[src/common/splc_cfg.svh]
// constants of the sector protect and lock control block
//
// What this block does
// - status write bits 5..2: 0000 unprotects all, 1111 protects all, else nothing
// - lock clear: writing 00h unprotects all sectors, lock stays zero
// - lock clear: writing 7Fh protects all sectors, lock stays zero
// - lock clear: writing FFh protects all sectors and sets lock
// - pin high, lock set: writing 0Fh clears lock, protection unchanged
// - lock clear: writing F0h sets lock, protection unchanged
// - bits 5..2 are decoded only; bit 7 lock is the only stored bit
// - status read shows pin level and protection summary in bits 4..2
// - pin low and lock set: status writes change neither lock nor protection, only clear write enable
// - pin high and lock set: no global op, written bit 7 zero clears lock
// - protection read is opcode 3Ch and three address bytes in a sector
// - after the address, output repeats FFh if protected, 00h if not
// - chip select high ends the read anywhere and floats serial output
// - protection read returns only the sector bit, never the pin level
// - status shows whether all, some or none of the sectors are protected
// - one bit per 64 KB sector, all set at power-up
// - global protect during suspend aborts, no change, clears write enable
// - hardware lock only with pin low and lock set
`ifndef SPLC_CFG_SVH
`define SPLC_CFG_SVH

// ----------------------------------------------------------------
// geometry
// ----------------------------------------------------------------
`define SPLC_SECTORS      64
`define SPLC_SECT_W       6
`define SPLC_CNT_W        8
`define SPLC_CNT_MAX      8'hff

// ----------------------------------------------------------------
// opcodes
// ----------------------------------------------------------------
`define SPLC_OP_WR_STAT1  8'h01
`define SPLC_OP_RD_STAT   8'h05
`define SPLC_OP_WR_EN     8'h06
`define SPLC_OP_WR_DIS    8'h04
`define SPLC_OP_RD_PROT   8'h3c

// ----------------------------------------------------------------
// bit counts at which phases end
// ----------------------------------------------------------------
`define SPLC_OPC_LAST     8'h07
`define SPLC_BYTE1_LAST   8'h0f
`define SPLC_OPC_BITS     8'h08
`define SPLC_WSR_BITS     8'h10
`define SPLC_ADDR_LAST    8'h1f
`define SPLC_ADDR_BITS    8'h20

// ----------------------------------------------------------------
// status byte fields and decode patterns
// ----------------------------------------------------------------
`define SPLC_LOCK_POS     7
`define SPLC_GLOB_HI      5
`define SPLC_GLOB_LO      2
`define SPLC_GLOB_NONE    4'h0
`define SPLC_GLOB_ALL     4'hf
`define SPLC_SWP_NONE     2'h0
`define SPLC_SWP_SOME     2'h1
`define SPLC_SWP_ALL      2'h3
`define SPLC_PROT_RST     1'b1
`define SPLC_LOCK_RST     1'b0

`endif

[src/common/splc_pkg.sv]
// types of the sector protect and lock control block
package splc_pkg;

  // ----------------------------------------------------------------
  // status byte as read by the host
  // ----------------------------------------------------------------
  typedef struct packed {
    logic       lock;
    logic       rsvd6;
    logic       rsvd5;
    logic       wp_level;
    logic [1:0] software_protect_summary;
    logic       write_enable_latch;
    logic       busy;
  } splc_status_s;

  // ----------------------------------------------------------------
  // synchronised serial pins
  // ----------------------------------------------------------------
  typedef struct packed {
    logic cs_n;
    logic sck;
    logic si;
    logic wp_n;
  } splc_pins_s;

  // ----------------------------------------------------------------
  // output phase of the current frame
  // ----------------------------------------------------------------
  typedef enum logic [1:0] {
    SPLC_OUT_IDLE = 2'b00,
    SPLC_OUT_STAT = 2'b01,
    SPLC_OUT_PROT = 2'b10
  } splc_out_e;

endpackage

[src/design/splc_top.sv]
// serial protection and lock control of the flash
`timescale 1ns/1ps
`include "splc_cfg.svh"

module splc_top
  import splc_pkg::*;
(
  input  wire logic       CLK,
  input  wire logic       RST_N,
  input  wire logic       CS_N,
  input  wire logic       SCK,
  input  wire logic       SI,
  input  wire logic       WP_N,
  input  wire logic       SUSPEND_ACTIVE,
  output      logic       SO,
  output      logic       SO_OE,
  output      logic       LOCK_BIT,
  output      logic       WRITE_ENABLE_LATCH,
  output      logic [1:0] SOFTWARE_PROTECT_SUMMARY,
  output      logic       HW_LOCKED
);

  // ----------------------------------------------------------------
  // pin synchronisers and edge detection
  // ----------------------------------------------------------------
  splc_pins_s pin_s1_q;
  splc_pins_s pin_s2_q;
  logic       sck_d1_q;
  logic       cs_d1_q;
  logic       susp_s1_q;
  logic       susp_s2_q;

  // two flops per pin, then one more for edges
  always_ff @(posedge CLK) begin
    pin_s1_q  <= '{cs_n: CS_N, sck: SCK, si: SI, wp_n: WP_N};
    pin_s2_q  <= pin_s1_q;
    susp_s1_q <= SUSPEND_ACTIVE;
    susp_s2_q <= susp_s1_q;
    if (!RST_N) begin
      sck_d1_q <= 1'b0;
      cs_d1_q  <= 1'b1;
    end else begin
      sck_d1_q <= pin_s2_q.sck;
      cs_d1_q  <= pin_s2_q.cs_n;
    end
  end

  logic sck_rise;
  logic sck_fall;
  logic cs_act;
  logic cs_end;

  assign cs_act   = !pin_s2_q.cs_n;
  assign sck_rise = cs_act && pin_s2_q.sck && !sck_d1_q;
  assign sck_fall = cs_act && !pin_s2_q.sck && sck_d1_q;
  assign cs_end   = pin_s2_q.cs_n && !cs_d1_q;

  // ----------------------------------------------------------------
  // protection state and serial engine
  // ----------------------------------------------------------------
  logic [`SPLC_SECTORS-1:0] prot_q, prot_d;
  logic                     lock_q, lock_d;
  logic                     wel_q, wel_d;
  logic [`SPLC_CNT_W-1:0]   cnt_q, cnt_d;
  logic [7:0]               in_q, in_d;
  logic [7:0]               opc_q, opc_d;
  logic [7:0]               data_q, data_d;
  logic [`SPLC_SECT_W-1:0]  sect_q, sect_d;
  logic [7:0]               out_q, out_d;
  splc_out_e                phase_q, phase_d;
  logic                     so_q, so_d;
  logic                     oe_q, oe_d;
  logic [1:0]               swp_q, swp_d;
  logic                     hwl_q, hwl_d;

  logic [7:0]   shifted;
  logic [3:0]   glob;
  logic         aligned;
  splc_status_s stat;

  assign shifted = {in_q[6:0], pin_s2_q.si};
  assign glob    = data_q[`SPLC_GLOB_HI:`SPLC_GLOB_LO];
  assign aligned = (cnt_q[2:0] == 3'h0);

  // status byte: bits 4..2 reflect pin and summary, not written data
  always_comb begin
    stat          = '0;
    stat.lock     = lock_q;
    stat.wp_level = pin_s2_q.wp_n;
    stat.software_protect_summary      = swp_q;
    stat.write_enable_latch      = wel_q;
  end

  // next state of the serial engine and protection bits
  always_comb begin
    prot_d  = prot_q;
    lock_d  = lock_q;
    wel_d   = wel_q;
    cnt_d   = cnt_q;
    in_d    = in_q;
    opc_d   = opc_q;
    data_d  = data_q;
    sect_d  = sect_q;
    out_d   = out_q;
    phase_d = phase_q;
    so_d    = so_q;
    oe_d    = oe_q;
    // sample input bits on rising clock edges
    if (sck_rise) begin
      in_d = shifted;
      if (cnt_q != `SPLC_CNT_MAX)
        cnt_d = cnt_q + 8'h01;
      if (cnt_q == `SPLC_OPC_LAST) begin
        opc_d = shifted;
        if (shifted == `SPLC_OP_RD_STAT) begin
          phase_d = SPLC_OUT_STAT;
          out_d   = stat;
        end
      end
      if (cnt_q == `SPLC_BYTE1_LAST) begin
        data_d = shifted;
        sect_d = shifted[`SPLC_SECT_W-1:0];
      end
      if (cnt_q == `SPLC_ADDR_LAST && opc_q == `SPLC_OP_RD_PROT) begin
        phase_d = SPLC_OUT_PROT;
        out_d   = {8{prot_q[sect_q]}};
      end
    end
    // drive output on falling edges, byte repeats by rotation
    if (sck_fall && phase_q != SPLC_OUT_IDLE) begin
      so_d  = out_q[7];
      oe_d  = 1'b1;
      out_d = {out_q[6:0], out_q[7]};
    end
    // chip select high ends any frame at any bit
    if (cs_end) begin
      phase_d = SPLC_OUT_IDLE;
      oe_d    = 1'b0;
      so_d    = 1'b0;
      cnt_d   = '0;
      if (aligned && cnt_q >= `SPLC_OPC_BITS) begin
        if (opc_q == `SPLC_OP_WR_EN)
          wel_d = 1'b1;
        if (opc_q == `SPLC_OP_WR_DIS)
          wel_d = 1'b0;
      end
      if (opc_q == `SPLC_OP_WR_STAT1 && cnt_q >= `SPLC_OPC_BITS) begin
        wel_d = 1'b0;
        if (wel_q && aligned && cnt_q >= `SPLC_WSR_BITS) begin
          if (!pin_s2_q.wp_n && lock_q) begin
            lock_d = lock_q;
          end else if (lock_q) begin
            lock_d = data_q[`SPLC_LOCK_POS];
          end else if (glob == `SPLC_GLOB_ALL && susp_s2_q) begin
            lock_d = lock_q;
          end else begin
            lock_d = data_q[`SPLC_LOCK_POS];
            if (glob == `SPLC_GLOB_NONE)
              prot_d = '0;
            else if (glob == `SPLC_GLOB_ALL)
              prot_d = '1;
          end
        end
      end
      opc_d = '0;
    end
  end

  // summary of protection and hardware lock state
  always_comb begin
    if (&prot_q)
      swp_d = `SPLC_SWP_ALL;
    else if (|prot_q)
      swp_d = `SPLC_SWP_SOME;
    else
      swp_d = `SPLC_SWP_NONE;
    hwl_d = !pin_s2_q.wp_n && lock_q;
  end

  // registers of the engine
  always_ff @(posedge CLK) begin
    if (!RST_N) begin
      prot_q  <= {`SPLC_SECTORS{`SPLC_PROT_RST}};
      lock_q  <= `SPLC_LOCK_RST;
      wel_q   <= 1'b0;
      cnt_q   <= '0;
      in_q    <= '0;
      opc_q   <= '0;
      data_q  <= '0;
      sect_q  <= '0;
      out_q   <= '0;
      phase_q <= SPLC_OUT_IDLE;
      so_q    <= 1'b0;
      oe_q    <= 1'b0;
      swp_q   <= `SPLC_SWP_ALL;
      hwl_q   <= 1'b0;
    end else begin
      prot_q  <= prot_d;
      lock_q  <= lock_d;
      wel_q   <= wel_d;
      cnt_q   <= cnt_d;
      in_q    <= in_d;
      opc_q   <= opc_d;
      data_q  <= data_d;
      sect_q  <= sect_d;
      out_q   <= out_d;
      phase_q <= phase_d;
      so_q    <= so_d;
      oe_q    <= oe_d;
      swp_q   <= swp_d;
      hwl_q   <= hwl_d;
    end
  end

  // ----------------------------------------------------------------
  // outputs, all straight from flops
  // ----------------------------------------------------------------
  assign SO                       = so_q;
  assign SO_OE                    = oe_q;
  assign LOCK_BIT                 = lock_q;
  assign WRITE_ENABLE_LATCH       = wel_q;
  assign SOFTWARE_PROTECT_SUMMARY = swp_q;
  assign HW_LOCKED                = hwl_q;

endmodule

[config.mk]
export PLATFORM = sky130hd
export DESIGN_NAME = splc_top
export DESIGN_NICKNAME = d
export VERILOG_FILES = /design/src/common/splc_pkg.sv /design/src/design/splc_top.sv
export VERILOG_INCLUDE_DIRS = /design/src /design/src/common
export SDC_FILE = /design/constraint.sdc
export NUM_CORES = 1
export LEC_CHECK = 0
export BUFFER_PORTS_ARGS = -buffer_cell sky130_fd_sc_hd__buf_4
export CORE_MARGIN = 2
export CORE_UTILIZATION = 56
export CTS_CLUSTER_SIZE = 12
export DETAILED_ROUTE_END_ITERATION = 12
export GPL_ROUTABILITY_DRIVEN = 0
export PLACE_DENSITY = 0.74
export SETUP_SLACK_MARGIN = 0.05
export SYNTH_ARGS = -nofsm -noshare
export SYNTH_HDL_FRONTEND = slang
export SYNTH_SLANG_ARGS = --single-unit
[constraint.sdc]
create_clock -name CLK -period 2.12 [get_ports CLK]
set_input_delay 0.318 -clock CLK [delete_from_list [all_inputs] [get_ports CLK]]
set_output_delay 0.318 -clock CLK [all_outputs]
set_load 0.03 [all_outputs]
==> results.yml <==
grt:
  grt_pass1_vias: 1787
  use_met3_pct: 8.721
  grt-busiest-layer: "met2"
  grtUsageTotal_pct: 21.83
  grtUsageMet2_pct: 33.65
  grt.met1_usage_pct: 26.78
  grt_pass1_wl_um: 8238
  grt_max_degree: 21
  antenna_found_initial: 0
  grt-ovfl-total: 0
die:
  initial_core_util_pct: 59.39
  core_um2: 4058
  num_io_pins: 14
  chipHeight_um: 69.60
  dieArea_um2: 4844
  core.rowCount: 23
  die_w_um: 69.60
cts:
  clock_path_buffers: 2
  cts_sinks: 58
  cts-root-buf: "clkbuf_8"
  postCtsSetupRepairBufs: 0
  clock_latency_ps: 330
  htreeDepth: 3
  cts_tree: "done"
  cts_hold_buf: 0
  clkTransAtPathRegs_ps: 60
  cts_buffers: 9
final_layout:
  fillers: 327
  multi_input_area_um2: 1156
  antennaDiodeCount: 0
  drive_gt1_share_pct: 17.63
  area_growth_pct: 14.69
  nets: 283
  seqCellArea_um2: 1161
synthesis:
  async_flop_share_pct: 0
  synth_ff_type: "dfxtp_1"
  synth_edf_count: 0
  netlist_top_cells_area: "dfxtp_1 48%, mux2i_1 5.8%, nor2_1 5.1%"
  synth_area_um2: 2410
  synth_area_leader_cell: "dfxtp_1"
  ys_seq_area_share_pct: 48.18
  synth_nets: 263
  yosysUniqueCellTypes: 49
  avgSynthCellArea_um2: 9.487
  yosysWarnings: 0
  ys_ff_latch: 58
  synthCells: 254
  yosysTopAreaCellShare_pct: 48.18
placed_design:
  dp_hpwl_um: 3342
  port_buffers: 13
worst_hold_path:
  hold_class: "input pin to flip-flop"
  holdPathStages: 1
  hold_end: "pin_s1_q[3]"
  holdCritStartpoint: "CS_N"
sta:
  hold_viol_final: 0
  rsz0062_at_grt: "no"
  period_share_pct: 90.81
  clock_skew_ps: 7.755
  setup-violations-final: 0
  final.min_clock_period_ps: 1925
  max_slew.worst_pin.slew_ps: 696.7
  max_freq_mhz: 519.4
  slew_headroom_pct: 53.44
  setup_tns_ps: 0
  finalMaxSlewViolations: 0
route:
  wl_per_cell_um: 14.48
  drc_errors: 0
  drt_first_pass_iters: 4
  vias_per_cell: 5.634
  drtIter0Drc: 121
  wl_um: 4751
  dr_total_vias: 1848
  final_antenna_net_count: 0
setup_path:
  arrival_ps: 2160
  cp_cell_sequence: "nor4_4, nand4_1, o2bb2ai_4, buf_4, nor3_1, a2111oi_4"
  crit_buf_inv: 1
  critPathMaxFanout: 6
  rr_endpoint: "out_q[0]"
  cpPeakStageDelay_ps: 480
  rr_startpoint: "cnt_q[5]"
  endpoint_kind: "flip-flop"
  reg2reg_depth: 6
  slowest_stage: "nor4_4"
  worstSetupStartpointType: "flip-flop"
  rrSetupSlack_ps: 190
  worstPathRequired_ps: 2350
  cpLargestDelayFamily: "simple AND/OR/NAND/NOR gates"
  path_class: "flip-flop to flip-flop"
pwr:
  p_leak_nw: 1.128
  power_w: 0.002200
  vdd_drop_max_v: 0.0006349
  power.density_nw_per_um2: 795.9
status:
  status: "complete, no violations"
flow_run:
  drv_cap: 0
==> metrics by stage <==
| stage | hold slack (ps) | util [%] | setup slack, ps | cell area (um^2) | instances |
|---|---|---|---|---|---|
| 2_1_floorplan | 309.6 | - | 295.2 | 2410 | 254 |
| 3_3_place_gp | 310.4 | 62.69 | 167.5 | 2544 | 313 |
| 3_5_place_dp | 314.4 | 62.69 | 85.05 | 2544 | 313 |
| 4_1_cts | 69.75 | 67.72 | 65.05 | 2748 | 328 |
| 5_1_grt | 64.93 | 68.12 | 67.35 | 2764 | 328 |
| 6_report | 86.41 | 68.12 | 194.8 | 2764 | 328 |
==> where the power goes <==
part / switching (W) / internal [W]
clock: 0.000394 / 0.000630
sequential: 0.0000112 / 0.00111
combinational: 0.0000367 / 0.0000216
==> state kept, by name (all words and copies together) (netlist names) <==
| signal | flops |
|---|---|
| prot_q | 1 |
| cnt_q | 8 |
| pin_s2_q | 4 |
| SO_OE | 1 |
| out_q | 8 |
| opc_q | 8 |
| SOFTWARE_PROTECT_SUMMARY | 2 |
| LOCK_BIT | 1 |
| HW_LOCKED | 1 |
| in_q | 7 |
| susp_s2_q | 1 |
| sck_d1_q | 1 |
| pin_s1_q | 4 |
| data_q | 5 |
| SO | 1 |
| susp_s1_q | 1 |
| WRITE_ENABLE_LATCH | 1 |
| phase_q | 2 |
| cs_d1_q | 1 |
==> placed cells by master (no fill, tap or decap), types with 2 or more instances in the layout <==
| cell type | Yosys | routed |
|---|---|---|
| nand2_1 | 30 | 30 |
| and3_1 | 4 | 3 |
| a221oi_2 | 2 | 2 |
| and2_1 | 3 | 3 |
| nor4_1 | 3 | 2 |
| a21oi_1 | 14 | 14 |
| nand4_1 | 3 | 3 |
| ha_1 | 2 | 2 |
| nand3_1 | 4 | 4 |
| inv_1 | 9 | 9 |
| buf_4 | 1 | 19 |
| a211oi_2 | 3 | 3 |
| o21ai_0 | 7 | 7 |
| dfxtp_1 | 58 | 58 |
| nor4b_1 | 4 | 4 |
| clkbuf_8 | 0 | 12 |
| nor2_1 | 33 | 33 |
| o31a_1 | 2 | 2 |
| a211oi_1 | 2 | 2 |
| nand2b_1 | 5 | 5 |
| nor3_1 | 11 | 11 |
| mux2i_1 | 14 | 14 |
| and4_1 | 2 | 2 |
| xnor2_1 | 3 | 3 |
| nor2b_1 | 3 | 3 |
| and3_2 | 1 | 2 |
==> logic make-up (layout without fill, tap and decap cells) <==
kind of cell / Yosys count / count (layout) / synth area share (%)
AND/OR/NAND/NOR: 116 / 116 / 25.60
flip-flops: 58 / 58 / 48.18
AO/OA/AOI/OAI: 40 / 40 / 13.40
buffers and inverters: 20 / 44 / 4.517
multiplexers: 14 / 14 / 5.815
XOR/XNOR: 4 / 4 / 1.454
adder cells (fa/ha/maj): 2 / 2 / 1.038
==> worst reg2reg max path: cells and delay by family (launching register included) <==
| family | cells | cell delay [ps] |
|---|---|---|
| AOI/OAI and AO/OA | 2 | 470 |
| and+or+nand+nor | 3 | 840 |
| buffers and inverters | 1 | 160 |
| DFF | 1 | 370 |
==> synth_stat cells, types with 2 or more instances <==
| library cell | n |
|---|---|
| inv_1 | 9 |
| clkbuf_1 | 5 |
| nor4b_1 | 4 |
| and2_1 | 3 |
| a211oi_1 | 2 |
| xnor2_1 | 3 |
| o21ai_0 | 7 |
| and3_1 | 4 |
| nor3_1 | 11 |
| nor2b_1 | 3 |
| a221oi_2 | 2 |
| nand2b_1 | 5 |
| mux2i_1 | 14 |
| buf_6 | 4 |
| nor2_1 | 33 |
| dfxtp_1 | 58 |
| ha_1 | 2 |
| o31a_1 | 2 |
| nand2_1 | 30 |
| a21oi_1 | 14 |
| and4_1 | 2 |
| a211oi_2 | 3 |
| nand3_1 | 4 |
| nand4_1 | 3 |
| nor4_1 | 3 |
==> cell type report <==
cell class	instances	area share, %
Timing Repair Buffer	19	5.161
Multi-Input combinational cell	176	41.83
Clock buffer	13	6.111
Sequential cell	58	42.01
Tap cell	50	2.263
Clock inverter	2	1.268
Inverter	10	1.358
==> routing by layer <==
| metal | vias to the layer above | share of wire [%] |
|---|---|---|
| li1 | 936 | - |
| met1 | 861 | 47 |
| met2 | 44 | 47 |
| met3 | 7 | 4.6 |
| met4 | 0 | 1.3 |
| met5 | - | 0 |
==> timing repair <==
item | 4_1_cts | 5_1_grt
endpoints found under the setup margin | 0 | 9
resized for setup | 0 | 3
endpoints found under the hold margin | 0 | 0
==> worst max-delay path by stage <==
stage / cells past startpoint / slack, ps / to / startpoint
2_1_floorplan: 8 / 300 / out_q[7] / cnt_q[1]
3_3_place_gp: 6 / 170 / out_q[7] / cnt_q[1]
3_5_place_dp: 6 / 90 / out_q[2] / cnt_q[1]
4_1_cts: 6 / 70 / out_q[2] / cnt_q[1]
5_1_grt: 6 / 70 / out_q[0] / cnt_q[5]
6_report: 6 / 190 / out_q[0] / cnt_q[5]
Power figures use the tool's default switching activity.
